--- src/verilog/lrcr_pkg.sv ---
// package of constants and types for the literal-return and carry-rotate unit
package lrcr_pkg;
    localparam int LRCR_DATA_W = 8;
    localparam int LRCR_ADDR_W = 7;
    localparam int LRCR_PC_W = 15;
    localparam int LRCR_STACK_DEPTH = 16;
    localparam int LRCR_SP_W = 4;
    localparam logic [7:0] LRCR_ACC_RST = 8'h00;
    localparam logic LRCR_CARRY_RST = 1'b0;
    localparam logic [14:0] LRCR_PC_RST = 15'h0000;
    localparam logic [3:0] LRCR_SP_RST = 4'h0;
    localparam int LRCR_RET_CYCLES = 2;
    localparam logic LRCR_DEST_ACC = 1'b0;
    localparam logic LRCR_DEST_FILE = 1'b1;

    // operation selector presented with each instruction
    typedef enum logic [1:0] {
        LRCR_OP_NONE = 2'h0,
        LRCR_OP_RET_LIT = 2'h1,
        LRCR_OP_ROT_LEFT = 2'h2,
        LRCR_OP_ROT_RIGHT = 2'h3
    } lrcr_op_t;

    // sequencer states, one-hot
    typedef enum logic [1:0] {
        LRCR_ST_EXEC = 2'b01,
        LRCR_ST_FLUSH = 2'b10
    } lrcr_state_t;
endpackage : lrcr_pkg

--- src/verilog/lrcr_rotator.sv ---
// rotate-through-carry datapath, purely combinational
`timescale 1ns/100ps
module lrcr_rotator #(
    parameter int WIDTH = 8
) (
    input wire logic [WIDTH-1:0] operand,
    input wire logic carry_in,
    input wire logic dir_left,
    output logic [WIDTH-1:0] result,
    output logic carry_out
);
    // left takes msb into carry, right takes lsb into carry
    always_comb begin
        if (dir_left) begin
            result = {operand[WIDTH-2:0], carry_in};
            carry_out = operand[WIDTH-1];
        end else begin
            result = {carry_in, operand[WIDTH-1:1]};
            carry_out = operand[0];
        end
    end
endmodule : lrcr_rotator

--- src/verilog/lrcr_core.sv ---
// literal-return and rotate-through-carry execution unit
// Behaviour
// - the literal return writes its 8-bit literal into the accumulator.
// - the literal return loads the program counter from the top of the stack.
// - the literal return takes two instruction cycles before execution resumes.
// - rotate left moves old bit 7 into carry and old carry into bit 0.
// - rotate right moves old bit 0 into carry and old carry into bit 7.
// - destination 0 sends the rotate result to the accumulator, 1 back to the file register.
// - the return pops the stack so the next lower entry becomes the top.
`timescale 1ns/100ps
module lrcr_core
    import lrcr_pkg::*;
#(
    parameter int DATA_W = lrcr_pkg::LRCR_DATA_W,
    parameter int ADDR_W = lrcr_pkg::LRCR_ADDR_W,
    parameter int PC_W = lrcr_pkg::LRCR_PC_W,
    parameter int DEPTH = lrcr_pkg::LRCR_STACK_DEPTH,
    parameter int SP_W = lrcr_pkg::LRCR_SP_W
) (
    input wire logic core_clk,
    input wire logic rst,
    input wire logic instr_valid,
    input wire lrcr_pkg::lrcr_op_t instr_op,
    input wire logic [DATA_W-1:0] instr_literal,
    input wire logic [ADDR_W-1:0] instr_file_addr,
    input wire logic instr_dest,
    input wire logic [DATA_W-1:0] file_rdata,
    input wire logic push_valid,
    input wire logic [PC_W-1:0] push_addr,
    input wire logic [PC_W-1:0] pc_next_seq,
    output logic instr_ready,
    output logic [DATA_W-1:0] acc,
    output logic carry,
    output logic [PC_W-1:0] pc,
    output logic pc_load,
    output logic file_we,
    output logic [ADDR_W-1:0] file_waddr,
    output logic [DATA_W-1:0] file_wdata,
    output logic [SP_W-1:0] stack_ptr,
    output logic [PC_W-1:0] top_of_stack_entry
);
    import lrcr_pkg::*;

    logic [DATA_W-1:0] acc_q;
    logic carry_q;
    logic [PC_W-1:0] pc_q;
    logic pc_load_q;
    logic file_we_q;
    logic [ADDR_W-1:0] file_waddr_q;
    logic [DATA_W-1:0] file_wdata_q;
    logic [SP_W-1:0] sp_q;
    logic [PC_W-1:0] stack_mem [DEPTH];
    lrcr_state_t state_q;
    logic [DATA_W-1:0] rot_result;
    logic rot_carry;
    logic go;
    logic do_ret;
    logic do_rot;
    logic [SP_W-1:0] sp_dec;

    assign instr_ready = (state_q == LRCR_ST_EXEC);
    assign go = instr_valid && instr_ready;
    assign do_ret = go && (instr_op == LRCR_OP_RET_LIT);
    assign do_rot = go && ((instr_op == LRCR_OP_ROT_LEFT) || (instr_op == LRCR_OP_ROT_RIGHT));
    assign sp_dec = sp_q - SP_W'(1);

    // shared rotate datapath
    lrcr_rotator #(
        .WIDTH(DATA_W)
    ) u_rot (
        .operand(file_rdata),
        .carry_in(carry_q),
        .dir_left(instr_op == LRCR_OP_ROT_LEFT),
        .result(rot_result),
        .carry_out(rot_carry)
    );

    // two-cycle sequencer: second cycle flushes the prefetched word
    always_ff @(posedge core_clk or posedge rst) begin
        if (rst) begin
            state_q <= LRCR_ST_EXEC;
        end else begin
            case (state_q)
                LRCR_ST_EXEC: begin
                    if (do_ret) begin
                        state_q <= LRCR_ST_FLUSH;
                    end
                end
                LRCR_ST_FLUSH: begin
                    state_q <= LRCR_ST_EXEC;
                end
                default: begin
                    state_q <= LRCR_ST_EXEC;
                end
            endcase
        end
    end

    // accumulator
    always_ff @(posedge core_clk or posedge rst) begin
        if (rst) begin
            acc_q <= LRCR_ACC_RST;
        end else if (do_ret) begin
            acc_q <= instr_literal;
        end else if (do_rot && instr_dest == LRCR_DEST_ACC) begin
            acc_q <= rot_result;
        end
    end

    // carry flag, touched by rotates only
    always_ff @(posedge core_clk or posedge rst) begin
        if (rst) begin
            carry_q <= LRCR_CARRY_RST;
        end else if (do_rot) begin
            carry_q <= rot_carry;
        end
    end

    // file write-back port
    always_ff @(posedge core_clk or posedge rst) begin
        if (rst) begin
            file_we_q <= 1'b0;
            file_waddr_q <= '0;
            file_wdata_q <= '0;
        end else begin
            file_we_q <= do_rot && (instr_dest == LRCR_DEST_FILE);
            if (do_rot) begin
                file_waddr_q <= instr_file_addr;
                file_wdata_q <= rot_result;
            end
        end
    end

    // program counter: return address on return, sequential on other accepted instructions
    always_ff @(posedge core_clk or posedge rst) begin
        if (rst) begin
            pc_q <= LRCR_PC_RST;
            pc_load_q <= 1'b0;
        end else begin
            pc_load_q <= do_ret;
            if (do_ret) begin
                pc_q <= stack_mem[sp_dec];
            end else if (go) begin
                pc_q <= pc_next_seq;
            end
        end
    end

    // stack pointer; a pop wins over a same-cycle push
    always_ff @(posedge core_clk or posedge rst) begin
        if (rst) begin
            sp_q <= LRCR_SP_RST;
        end else if (do_ret) begin
            sp_q <= sp_dec;
        end else if (push_valid) begin
            sp_q <= sp_q + SP_W'(1);
        end
    end

    // stack storage, no reset needed
    always_ff @(posedge core_clk) begin
        if (push_valid && !do_ret) begin
            stack_mem[sp_q] <= push_addr;
        end
    end

    assign acc = acc_q;
    assign carry = carry_q;
    assign pc = pc_q;
    assign pc_load = pc_load_q;
    assign file_we = file_we_q;
    assign file_waddr = file_waddr_q;
    assign file_wdata = file_wdata_q;
    assign stack_ptr = sp_q;
    assign top_of_stack_entry = stack_mem[sp_dec];

    // assertions
    ret_literal_a: assert property (@(posedge core_clk) disable iff (rst)
        do_ret |=> acc_q == $past(instr_literal))
        else $error("literal not loaded into accumulator");

    ret_pc_a: assert property (@(posedge core_clk) disable iff (rst)
        do_ret |=> pc_q == $past(top_of_stack_entry) && pc_load_q)
        else $error("pc not loaded from stack top");

    ret_two_cycle_a: assert property (@(posedge core_clk) disable iff (rst)
        do_ret |=> !instr_ready ##1 instr_ready)
        else $error("return not two cycles");

    rot_left_a: assert property (@(posedge core_clk) disable iff (rst)
        do_rot && instr_op == LRCR_OP_ROT_LEFT |=>
        carry_q == $past(file_rdata[DATA_W-1]))
        else $error("left rotate carry wrong");

    rot_right_a: assert property (@(posedge core_clk) disable iff (rst)
        do_rot && instr_op == LRCR_OP_ROT_RIGHT |=>
        carry_q == $past(file_rdata[0]))
        else $error("right rotate carry wrong");

    rot_dest_a: assert property (@(posedge core_clk) disable iff (rst)
        do_rot && instr_dest == LRCR_DEST_ACC |=> !file_we_q && acc_q == $past(rot_result))
        else $error("accumulator destination wrong");

    stack_pop_a: assert property (@(posedge core_clk) disable iff (rst)
        do_ret |=> sp_q == $past(sp_q) - SP_W'(1))
        else $error("stack not popped");

    ret_flags_a: assert property (@(posedge core_clk) disable iff (rst)
        !do_rot |=> $stable(carry_q))
        else $error("carry changed outside rotate");

    rot_file_a: assert property (@(posedge core_clk) disable iff (rst)
        do_rot && instr_dest == LRCR_DEST_FILE |=>
        file_we_q && file_wdata_q == $past(rot_result) && acc_q == $past(acc_q))
        else $error("file destination wrong");

    ret_carry_a: assert property (@(posedge core_clk) disable iff (rst)
        do_ret |=> carry_q == $past(carry_q))
        else $error("return changed carry");

    // the pc load strobe must drop after one cycle
    ret_pulse_a: assert property (@(posedge core_clk) disable iff (rst)
        pc_load_q |=> !pc_load_q)
        else $error("pc load pulse too long");
endmodule : lrcr_core

--- config.mk ---
export PLATFORM = sky130hd
export DESIGN_NAME = lrcr_core
export DESIGN_NICKNAME = d
export VERILOG_FILES = /design/src/verilog/lrcr_pkg.sv /design/src/verilog/lrcr_rotator.sv /design/src/verilog/lrcr_core.sv
export SDC_FILE = /design/constraint.sdc
export NUM_CORES = 1
export LEC_CHECK = 0
export ABC_AREA = 0
export BUFFER_PORTS_ARGS = -buffer_cell sky130_fd_sc_hd__buf_2
export CAP_MARGIN = 0
export CORE_MARGIN = 2
export CORE_UTILIZATION = 60
export CTS_CLUSTER_DIAMETER = 40
export DETAILED_ROUTE_END_ITERATION = 10
export HOLD_SLACK_MARGIN = 0.06
export PLACE_DENSITY = 0.81
export RECOVER_POWER = 100
export SLEW_MARGIN = 20
export SYNTH_ARGS = -nofsm -noshare
export SYNTH_HDL_FRONTEND = slang
export SYNTH_SLANG_ARGS = --single-unit
--- constraint.sdc ---
create_clock -name core_clk -period 8 [get_ports core_clk]
set_input_delay 1.2 -clock core_clk [delete_from_list [all_inputs] [get_ports core_clk]]
set_output_delay 1.2 -clock core_clk [all_outputs]
set_load 0.005 [all_outputs]
* Word-level counts from Yosys, hierarchy flattened
Memories as Yosys holds them, arrays and structs flattened. Index checks and enable logic that the tools add are counted.
Storage, ports and cells: register bits 47, bits in writable memories 240, bits of input ports 60, output and inout bits 61, logic and storage cells 41, memories 1
Memory list:
- stack_mem | depth 16, bits a word 15, read ports 1, clocked after memory_dff 0, wr ports 1, line lrcr_core.sv:52 | logic [PC_W-1:0] stack_mem [DEPTH];
Operators by class: $add $sub $neg 2, equal/unequal tests 5, muxes and demuxes 12, bitwise operators 1, reduce and logical (&&, ||, !) cells 11
Operators by type and width (count):
- $mux 15 | 2
- $mux 8 | 3
- $mux 4 | 2
- $logic_and 1x1->1 | 6
- $reduce_bool 2->1 | 3
- $add 4x1->4 const B | 1
- $eq 2x1->1 const B | 2
- $eq 2x2->1 const B | 2
- $mux 2 | 2
- $sub 4x1->4 const B | 1
- $mux 1 | 3
- $ne 2x1->1 const B | 1
- $logic_not 1->1 | 1
- $logic_or 1x1->1 | 1
- $not 1->1 | 1

* Longest topological paths before layout
Gate-level depths: netlist of the first run.
depth in word-level cells 7, mapped depth 10, depth with buffers taken out 6

* Hierarchy
Synthesis of the first run repeated with hierarchy kept, for this count alone.
Second synthesis, totals: cells, all modules 639, area, all modules 11949.0 um2
By module, submodules not included:
- lrcr_core | instances 1, cells an instance 629, area an instance 11802.6 um2, seq. area each 8384.3 um2
- lrcr_rotator | instances 1, cells an instance 10, area an instance 146.4 um2, seq. area each 0.0 um2

* Least setup slack after synthesis of the first run
Ideal clock, no wire load.
path kind reg-to-output, start point register sp_q[0] (netlist: stack_ptr[0]), end point output top_of_stack_entry[10], arrival time 2.433 ns, data required time 6.800 ns, setup slack 4.367 ns, cell stages (with the launch flop) 11, path buffers 4, cell sequence dfrtp_1 > buf_4 > inv_2 > buf_4 > ha_1 > buf_6 > buf_6 > mux2_1 > mux4_2 > nor2_1 > a21oi_1
Between the ends: word-level cells in the longest chain between the ends 2
RTL lines:
- start: declaration | line lrcr_core.sv:51 | logic [SP_W-1:0] sp_q;
- start signal: assignment | line lrcr_core.sv:154 | sp_q <= sp_dec;
- start signal: assignment | line lrcr_core.sv:156 | sp_q <= sp_q + SP_W'(1);
- $sub 4x1->4 | line lrcr_core.sv:65 | assign sp_dec = sp_q - SP_W'(1);
- $mem_v2 16x15
- end: declaration | line lrcr_core.sv:40 | output logic [PC_W-1:0] top_of_stack_entry
No other way between the ends.

* Worst setup path in the final report of the first run
start point register sp_q[0] (netlist: stack_ptr[0]), end point output top_of_stack_entry[0]
Same word-level chain as after synthesis.

==> results.py, run 1 <==
metrics = {
    "global_routing": {
        "grtUsageTotal_pct": 27.4,
        "grt_overflow_total": 0,
        "antenna_found_initial": 0,
        "grt_pass1_wl_um": 40900,
        "grt_pass1_vias": 6870,
        "grt_start_max_net_pins": 48,
    },
    "layout": {
        "layout-drive-gt1-share_pct": 29.4,
        "n_fill_cell": 1220,
        "nNetsFinal": 858,
        "fin_util_pct": 70.8,
        "n_antenna_cell": 0,
        "syn_to_final_growth_pct": 15.9,
    },
    "die": {
        "die_area_um2": 21000,
        "io_pins": 121,
        "die_h_um": 145,
        "coreArea_um2": 19500,
        "rows": 51,
        "initial_core_util_pct": 61.1,
        "die_x_um": 145,
    },
    "timing": {
        "finalCritPeriodShare_pct": 74.4,
        "rsz0062_at_grt": "no",
        "max_slew.worst_pin.slew_ns": 2.86,
        "finalCriticalPeriod_ns": 5.95,
        "tns_ns": 0,
        "setup_viol": 0,
        "hold_viol": 0,
        "finalClockSkew_ns": 0.0138,
        "max_clock_freq_mhz": 168,
        "relSlewSlack_pct": -90.7,
        "slew_violations": 85,
    },
    "clock_tree": {
        "clk_pin_slew_ns": 0.05,
        "cts_resized": 0,
        "cts_tree": "done",
        "cts_root_buf": "clkbuf_16",
        "clkLatencyLatePin_ns": 0.51,
        "postCtsSetupBuffers": 0,
        "hold_buffers": 0,
        "cts_buffer_depth": 3,
        "clock_sinks": 287,
        "cts-htree-levels": 2,
        "numCtsBuffers": 36,
    },
    "status": {
        "status": "finished with violations",
        "failed_checks": "capacitance limit, slew limit",
    },
    "placed_design": {
        "place_congestion": 0.888,
        "port-buffer-count": 120,
        "hpwl_um": 16800,
    },
    "flow_run": {
        "drv_cap": 2,
    },
    "synth": {
        "synth_area_um2": 11900,
        "ys_warn_count": 0,
        "postSynthCellCount": 652,
        "yosys.area_share.simple_pct": 3.77,
        "yosys.area_share.xor_xnor_pct": 0.568,
        "synth_cell_types": 38,
        "synth_edf_count": 240,
        "ys_top_cells_by_area": "edfxtp_1 (61%), dfrtp_1 (9.7%), mux4_2 (8.5%)",
        "synthAdderAreaFrac_pct": 0.421,
        "synth_compound_area_share_pct": 4.67,
        "synth_ff_type": "edfxtp_1",
        "async_flop_share_pct": 16.4,
        "synth_top_area_cell": "edfxtp_1",
        "syn_nets": 716,
        "synth_top_family_by_area": "multiplexers",
        "synth_top_area_share_pct": 60.6,
        "syn_avg_cell_area_um2": 18.2,
        "ys_ff_latch": 287,
        "synth-seq-area-share_pct": 70.5,
        "synthMuxAreaShare_pct": 17.6,
    },
    "worst_setup_path": {
        "crit_type": "flop to output port",
        "r2r_slack_ns": 3.13,
        "reg2regPathDepth": 6,
        "worstSetupEndpoint": "top_of_stack_entry[0]",
        "timing.rr.end": "pc[10]$_DFFE_PP0P_",
        "critPathMaxFanout": 36,
        "cp.arrival_ns": 4.75,
        "reg2reg_from": "stack_ptr[0]$_DFFE_PP0P_",
        "critPathLaunchType": "flop",
        "cp-end-kind": "output port",
        "critical_path.startpoint": "stack_ptr[0]$_DFFE_PP0P_",
        "cp.required_ns": 6.80,
    },
    "pwr": {
        "p_leak_nw": 4.74,
        "ir_drop_mv": 0.291,
        "p_switching_mw": 1.84,
        "switching_share_pct": 33.4,
        "p_comb_share_pct": 36.4,
        "pwr-share-clk_pct": 29.3,
        "power.share.sequential_pct": 34.2,
        "cellPowerDensity_nw_per_um2": 401,
        "power.internal_mw": 3.68,
    },
    "detailed_routing": {
        "dr.pass1.iters": 5,
        "routed_wl_um": 27600,
        "num_vias": 6679,
        "drc": 0,
        "via_per_inst": 6.16,
        "route.antenna.remaining_nets": 0,
        "wl_per_cell_um": 25.4,
        "drtIter0Drc": 623,
    },
    "min_path": {
        "min_from": "file_wdata[3]$_DFFE_PP0P_",
        "worst_hold_path_type": "flop to flop",
    },
}
-- logic make-up after synthesis --
logic type / Yosys count
DFF: 287
muxes: 144
AOI/OAI and AO/OA: 83
and+or+nand+nor: 83
buffers and inverters: 45
xor gates and xnor gates: 6
adders and majority gates: 4
-- layout make-up --
class	instances	area [um2]	share of cell area (%)
sequential	287	8390	60.9
clock buffer	44	972	7.06
tap	265	332	2.41
timing repair buffer	143	622	4.51
clock inverter	20	249	1.81
inverter	6	22.5	0.164
multi-input combinational	320	3190	23.2
-- state kept, by name, indices dropped and copies added, names as in the netlist --
register    flops
acc             8
stack_mem     240
pc_load         1
pc             15
carry           1
file_wdata      8
file_we         1
stack_ptr       4
state_q         2
file_waddr      7
-- layout by cell type, fill, tap and decap left out, drive strengths merged, types with 2 or more instances in the layout --
cell | Yosys | layout
xor2 | 3 | 3
nand2 | 12 | 12
a21oi | 23 | 23
xnor2 | 3 | 3
buf | 29 | 59
nand3 | 20 | 20
nand2b | 4 | 4
clkinv | 0 | 8
nor2 | 28 | 28
mux4 | 45 | 45
nor3 | 13 | 13
clkbuf | 10 | 128
inv | 6 | 10
edfxtp | 240 | 240
o211ai | 17 | 17
nor2b | 2 | 2
mux2 | 75 | 75
a21o | 15 | 15
dfrtp | 46 | 46
ha | 4 | 4
clkinvlp | 0 | 4
mux2i | 24 | 24
o21ai | 26 | 26
bufinv | 0 | 4
-- synth_stat cells (2+ instances only) --
library cell  number
a21o_1            15
a21oi_1           23
buf_2             12
buf_4              7
buf_6             10
clkbuf_1          10
dfrtp_1           46
edfxtp_1         240
ha_1               4
inv_1              3
inv_2              3
mux2_1            17
mux2_2            58
mux2i_1           24
mux4_2            45
nand2_1           10
nand2_2            2
nand2b_1           4
nand3_1           10
nand3_2           10
nor2_1            28
nor2b_1            2
nor3_1            12
o211ai_1           7
o211ai_2          10
o21ai_0           25
xnor2_1            3
xor2_2             2
-- stage by stage --
stage | setup slack, ns | power (mW) | area [um2] | std cells | hold slack, ns
after CTS | 2.78 | 5.61 | 14000 | 1085 | 0.481
after detailed placement | 3.41 | 3.97 | 12800 | 1021 | 0.469
final | 2.05 | 5.52 | 13800 | 1085 | 0.483
after floorplan | 4.37 | 3.39 | 11900 | 652 | 0.473
after global routing | 1.43 | 5.76 | 13800 | 1085 | 0.515
after global placement | 3.48 | 3.92 | 12800 | 1021 | 0.458
-- power by group through the flow --
stage	Combinational (mW)	Clock (mW)	Sequential [mW]
after floorplan	1.51	0	1.88
after global placement	2.01	0	1.90
after detailed placement	2.06	0	1.91
after CTS	2.08	1.64	1.89
after global routing	2.16	1.70	1.90
final	2.01	1.62	1.89
-- worst max-delay path, stage by stage (launching register included) --
cell and delay, ns:
dfrtp_2 0.36, clkbuf_1 2.01, nor3_1 0.66, xnor2_2 0.33, buf_4 0.37, nor2_1 0.10
a21oi_1 0.24, clkbuf_1 0.15
-- worst min-delay path by stage --
stage / to / slack, ns / cells past startpoint
floorplan: file_wdata[0]$_DFFE_PP0P_ / 0.47 / 2
global route: file_wdata[5]$_DFFE_PP0P_ / 0.52 / 2
finish: file_wdata[3]$_DFFE_PP0P_ / 0.48 / 2
CTS: file_wdata[3]$_DFFE_PP0P_ / 0.48 / 2
global placement: file_wdata[6]$_DFFE_PP0P_ / 0.46 / 2
detailed placement: file_wdata[3]$_DFFE_PP0P_ / 0.47 / 2
-- metal layers --
| metal | track usage, % | up-vias | part of all wire [%] |
|---|---|---|---|
| met5 | 0 | - | 0 |
| met2 | 47.7 | 397 | 51 |
| met3 | 5.33 | 55 | 9.3 |
| met4 | 9.91 | 0 | 2.5 |
| met1 | 34.4 | 3366 | 37 |
| li1 | - | 2861 | - |
(Power assumes the default switching activity.)
==> run 2, diff against run 1 <==
CORE_UTILIZATION = 59   (was 60)
PLACE_DENSITY = 0.8   (was 0.81)
clock period = 6.2 ns   (was 8 ns; I/O delays follow)
==> results.py, run 2 (synthesis gave the netlist of run 1 again) <==
metrics = {
    "global_routing": {
        "antenna_found_initial": 0,
        "grt_overflow_total": 0,
        "grt_pass1_vias": 7076,
        "grt_pass1_wl_um": 42400,
        "grt_start_max_net_pins": 48,
        "grtUsageTotal_pct": 27.1,
    },
    "worst_setup_path": {
        "cp-end-kind": "output port",
        "worst-path-buf-inv": 3,
        "crit_slowest_cell": "ha_1",
        "cp.required_ns": 5.27,
        "cp_cell_sequence": "inv_2, ha_1, buf_4, mux2_2, mux4_2, nor2_1, a21oi_1, clkbuf_2",
        "critPathMaxFanout": 39,
        "critPathLaunchType": "flop",
        "cp.arrival_ns": 4.43,
        "worst_path_largest_cell_delay_ns": 1.33,
        "cpLargestDelayFamily": "adder cells",
        "crit_type": "flop to output port",
    },
    "die": {
        "die_area_um2": 21300,
        "rows": 51,
        "die_h_um": 146,
        "die_x_um": 146,
        "io_pins": 121,
        "coreArea_um2": 19600,
        "initial_core_util_pct": 60.7,
    },
    "status": {
        "failed_checks": "capacitance limit, slew limit",
        "status": "finished with violations",
    },
    "clock_tree": {
        "clkLatencyLatePin_ns": 0.51,
        "cts_buffer_depth": 3,
        "cts_root_buf": "clkbuf_16",
        "clock_sinks": 287,
        "cts-htree-levels": 2,
        "clk_pin_slew_ns": 0.05,
        "hold_buffers": 0,
        "cts_tree": "done",
        "cts_resized": 0,
        "numCtsBuffers": 35,
        "postCtsSetupBuffers": 0,
    },
    "layout": {
        "final_common_cell": "edfxtp_1",
        "largest_reg_flops": 240,
        "n_antenna_cell": 0,
        "nNetsFinal": 858,
        "syn_to_final_growth_pct": 15.7,
        "fin_area_um2": 13800,
        "regMostFlops": "stack_mem",
        "mostFrequentLayoutCells": "edfxtp_1 (240), clkbuf_1 (76), buf_2 (67)",
        "layout-drive-gt1-share_pct": 30.6,
    },
    "placed_design": {
        "place_congestion": 0.933,
        "placed_cell_area_um2": 12800,
        "hpwl_um": 17700,
        "port-buffer-count": 120,
    },
    "detailed_routing": {
        "dr.pass1.iters": 5,
        "wl_per_cell_um": 26.3,
        "routed_wl_um": 28600,
        "drc": 0,
        "drtIter0Drc": 803,
        "route.antenna.remaining_nets": 0,
        "num_vias": 6763,
        "via_per_inst": 6.23,
    },
    "timing": {
        "rsz0062_at_grt": "no",
        "hold_viol": 0,
        "finalCritPeriodShare_pct": 86.4,
        "tns_ns": 0,
        "relSlewSlack_pct": -86.3,
        "slew_violations": 124,
        "max_slew.worst_pin.slew_ns": 2.79,
        "timing.hold.ws_ns": 0.478,
        "setup_viol": 0,
        "max_clock_freq_mhz": 187,
        "finalClockSkew_ns": 0.0192,
        "finalCriticalPeriod_ns": 5.36,
    },
    "pwr": {
        "cellPowerDensity_nw_per_um2": 518,
        "p_leak_nw": 4.79,
        "power_mw": 7.12,
        "ir_drop_mv": 0.411,
    },
    "flow_run": {
        "drv_cap": 4,
    },
    "min_path": {
        "worst_hold_path_type": "flop to flop",
    },
}
## run 2: area by class of cell
class | instances | area [um2]
inverter | 6 | 22.5
timing repair buffer | 144 | 652
tap | 265 | 332
fill | 1290 | 5830
sequential | 287 | 8390
clock inverter | 16 | 203
multi-input combinational | 320 | 3190
clock buffer | 47 | 973
## run 2: worst register-to-register path, cell delays in order (launching register included)
cell and delay [ns]:
dfstp_1 0.55, and3b_1 0.67, nand2b_1 0.58, inv_1 1.00, nand2_1 0.79, o211ai_1 0.43
## run 2: path summary, 6_finish.rpt
path	startpoint	end	slack, ns	depth (start not counted)
min in group asynchronous	rst	file_waddr[3]$_DFFE_PP0P_	1.49	3
setup reg to reg	state_q[0]$_DFFE_PP1P_	pc[0]$_DFFE_PP0P_	2.07	5
hold reg to reg	file_wdata[5]$_DFFE_PP0P_	file_wdata[5]$_DFFE_PP0P_	0.48	2
max in group asynchronous	rst	stack_ptr[0]$_DFFE_PP0P_	2.92	3
hold / removal	file_wdata[5]$_DFFE_PP0P_	file_wdata[5]$_DFFE_PP0P_	0.48	2
setup / recovery	stack_ptr[0]$_DFFE_PP0P_	top_of_stack_entry[9]	0.84	8
## run 2: stage by stage
stage	setup slack [ns]	cells	util (%)
after CTS	1.30	1085	71.2
after detailed placement	1.81	1022	65.2
after floorplan	2.84	652	-
after global placement	1.88	1022	65.2
final	0.841	1085	70.2
after global routing	0.594	1085	70.2
## run 2: routing by layer
metal / share of wire, % / track usage, % / vias up
met5: 0 / 0 / -
met4: 3.6 / 12.2 / 0
met3: 8.7 / 6.83 / 77
met2: 49 / 44.9 / 391
met1: 38 / 34.2 / 3431
li1: - / - / 2864
## run 2: power breakdown
group,internal [mW],switching (mW),total (mW)
Clock,1.28,0.765,2.04
Sequential,2.32,0.112,2.43
Combinational,1.15,1.50,2.65
Total,4.75,2.37,7.12
==> run 3, diff against run 2 <==
MAX_ROUTING_LAYER = met4   (was default)
PLACE_DENSITY = default   (was 0.8)
PLACE_DENSITY_LB_ADDON = 0.2   (was default)
==> results.py, run 3 (synthesis gave the netlist of run 1 again) <==
metrics = {
    "status": {
        "status": "finished with violations",
        "failed_checks": "capacitance limit, slew limit",
    },
    "clock_tree": {
        "cts_resized": 0,
        "postCtsSetupBuffers": 0,
        "clk_pin_slew_ns": 0.06,
        "cts_buffer_depth": 3,
        "cts_tree": "done",
        "numCtsBuffers": 34,
        "hold_buffers": 0,
        "clkLatencyLatePin_ns": 0.52,
        "clock_sinks": 287,
        "cts_root_buf": "clkbuf_16",
        "cts-htree-levels": 2,
    },
    "flow_run": {
        "drv_cap": 1,
    },
    "detailed_routing": {
        "wl_per_cell_um": 24.7,
        "num_vias": 6597,
        "drc": 0,
        "dr.pass1.iters": 5,
        "routed_wl_um": 26900,
        "drtIter0Drc": 605,
        "via_per_inst": 6.06,
        "route.antenna.remaining_nets": 0,
    },
    "global_routing": {
        "grt_start_max_net_pins": 48,
        "grt_pass1_wl_um": 40500,
        "grt_overflow_total": 0,
        "antenna_found_initial": 4,
        "grtUsageTotal_pct": 26.4,
        "grt_pass1_vias": 6771,
    },
    "worst_setup_path": {
        "cp_cell_sequence": "inv_1, ha_2, inv_1, mux2i_1, a21oi_1, buf_2",
        "worst_path_largest_cell_delay_ns": 1.00,
        "critPathLaunchType": "flop",
        "cp.required_ns": 5.27,
        "r2r_slack_ns": 2.27,
        "critPathMaxFanout": 40,
        "crit_slowest_cell": "ha_2",
        "path_common_cell": "inv_1",
        "cp.arrival_ns": 4.47,
        "cp-end-kind": "output port",
        "crit_type": "flop to output port",
    },
    "timing": {
        "setup_viol": 0,
        "rsz0062_at_grt": "no",
        "slew_violations": 48,
        "max_slew.worst_pin.slew_ns": 2.89,
        "relSlewSlack_pct": -92.7,
        "finalCriticalPeriod_ns": 5.40,
        "finalClockSkew_ns": 0.0209,
        "tns_ns": 0,
        "max_clock_freq_mhz": 185,
        "finalCritPeriodShare_pct": 87.2,
        "hold_viol": 0,
    },
    "layout": {
        "mostFrequentLayoutCells": "edfxtp_1 (240), buf_2 (75), clkbuf_1 (68)",
        "regMostFlops": "stack_mem",
        "largest_reg_flops": 240,
        "fin_util_pct": 70.1,
        "syn_to_final_growth_pct": 15.6,
        "layout-drive-gt1-share_pct": 31.3,
        "final_common_cell": "edfxtp_1",
        "nNetsFinal": 859,
    },
    "pwr": {
        "power_mw": 7.01,
        "p_leak_nw": 4.80,
        "ir_drop_mv": 0.317,
        "cellPowerDensity_nw_per_um2": 510,
    },
    "min_path": {
        "worst_hold_path_type": "flop to flop",
    },
    "placed_design": {
        "port-buffer-count": 120,
        "place_congestion": 0.867,
        "hpwl_um": 16900,
    },
    "die": {
        "rows": 51,
        "io_pins": 121,
        "die_x_um": 146,
        "die_area_um2": 21300,
        "die_h_um": 146,
        "coreArea_um2": 19600,
        "initial_core_util_pct": 60.7,
    },
}
[run 3: where the power goes]
| group | internal [mW] | switching [mW] | total [mW] |
|---|---|---|---|
| combinational | 1.15 | 1.47 | 2.61 |
| sequential | 2.32 | 0.106 | 2.43 |
| clock | 1.21 | 0.759 | 1.97 |
[run 3: worst max-delay path: cells and delay by family (launching register included)]
family	cells	cell delay, ns
AOI/OAI and AO/OA	1	0.23
adders and majority gates	1	1.00
buffers and inverters	3	1.75
DFF	1	0.40
muxes	1	0.57
[run 3: per-stage QoR]
step / hold WS, ns / setup WS, ns / area [um2] / cells
detailed placement: 0.469 / 1.77 / 12800 / 1024
floorplan: 0.473 / 2.84 / 11900 / 652
global route: 0.502 / 0.544 / 13700 / 1088
global placement: 0.460 / 1.85 / 12800 / 1024
CTS: 0.482 / 1.25 / 13900 / 1085
finish: 0.478 / 0.795 / 13700 / 1088
[run 3: layout make-up]
class	instances	area [um2]
multi-input cells	320	3180
fillers	1292	5850
diodes	3	7.51
inverters	6	22.5
clock inverters	16	154
repair buffers	146	669
clock buffers	45	986
flip-flops and latches	287	8390
well taps	265	332
[run 3: layer usage]
layer	track usage (%)	share of wire, %
met1	34.9	41
met2	41.7	49
met3	4.86	7.5
met4	9.51	2.5
met5	-	0
[run 3: final timing paths]
kind                                      startpoint                   endpoint  cells past startpoint
setup reg to reg            stack_ptr[0]$_DFFE_PP0P_          pc[1]$_DFFE_PP0P_                      7
hold reg to reg            file_wdata[1]$_DFFE_PP0P_  file_wdata[1]$_DFFE_PP0P_                      2
min in group asynchronous                        rst         acc[4]$_DFFE_PP0P_                      3
hold / removal             file_wdata[1]$_DFFE_PP0P_  file_wdata[1]$_DFFE_PP0P_                      2
max in group asynchronous                        rst   stack_ptr[0]$_DFFE_PP0P_                      3
setup / recovery            stack_ptr[0]$_DFFE_PP0P_     top_of_stack_entry[10]                      6
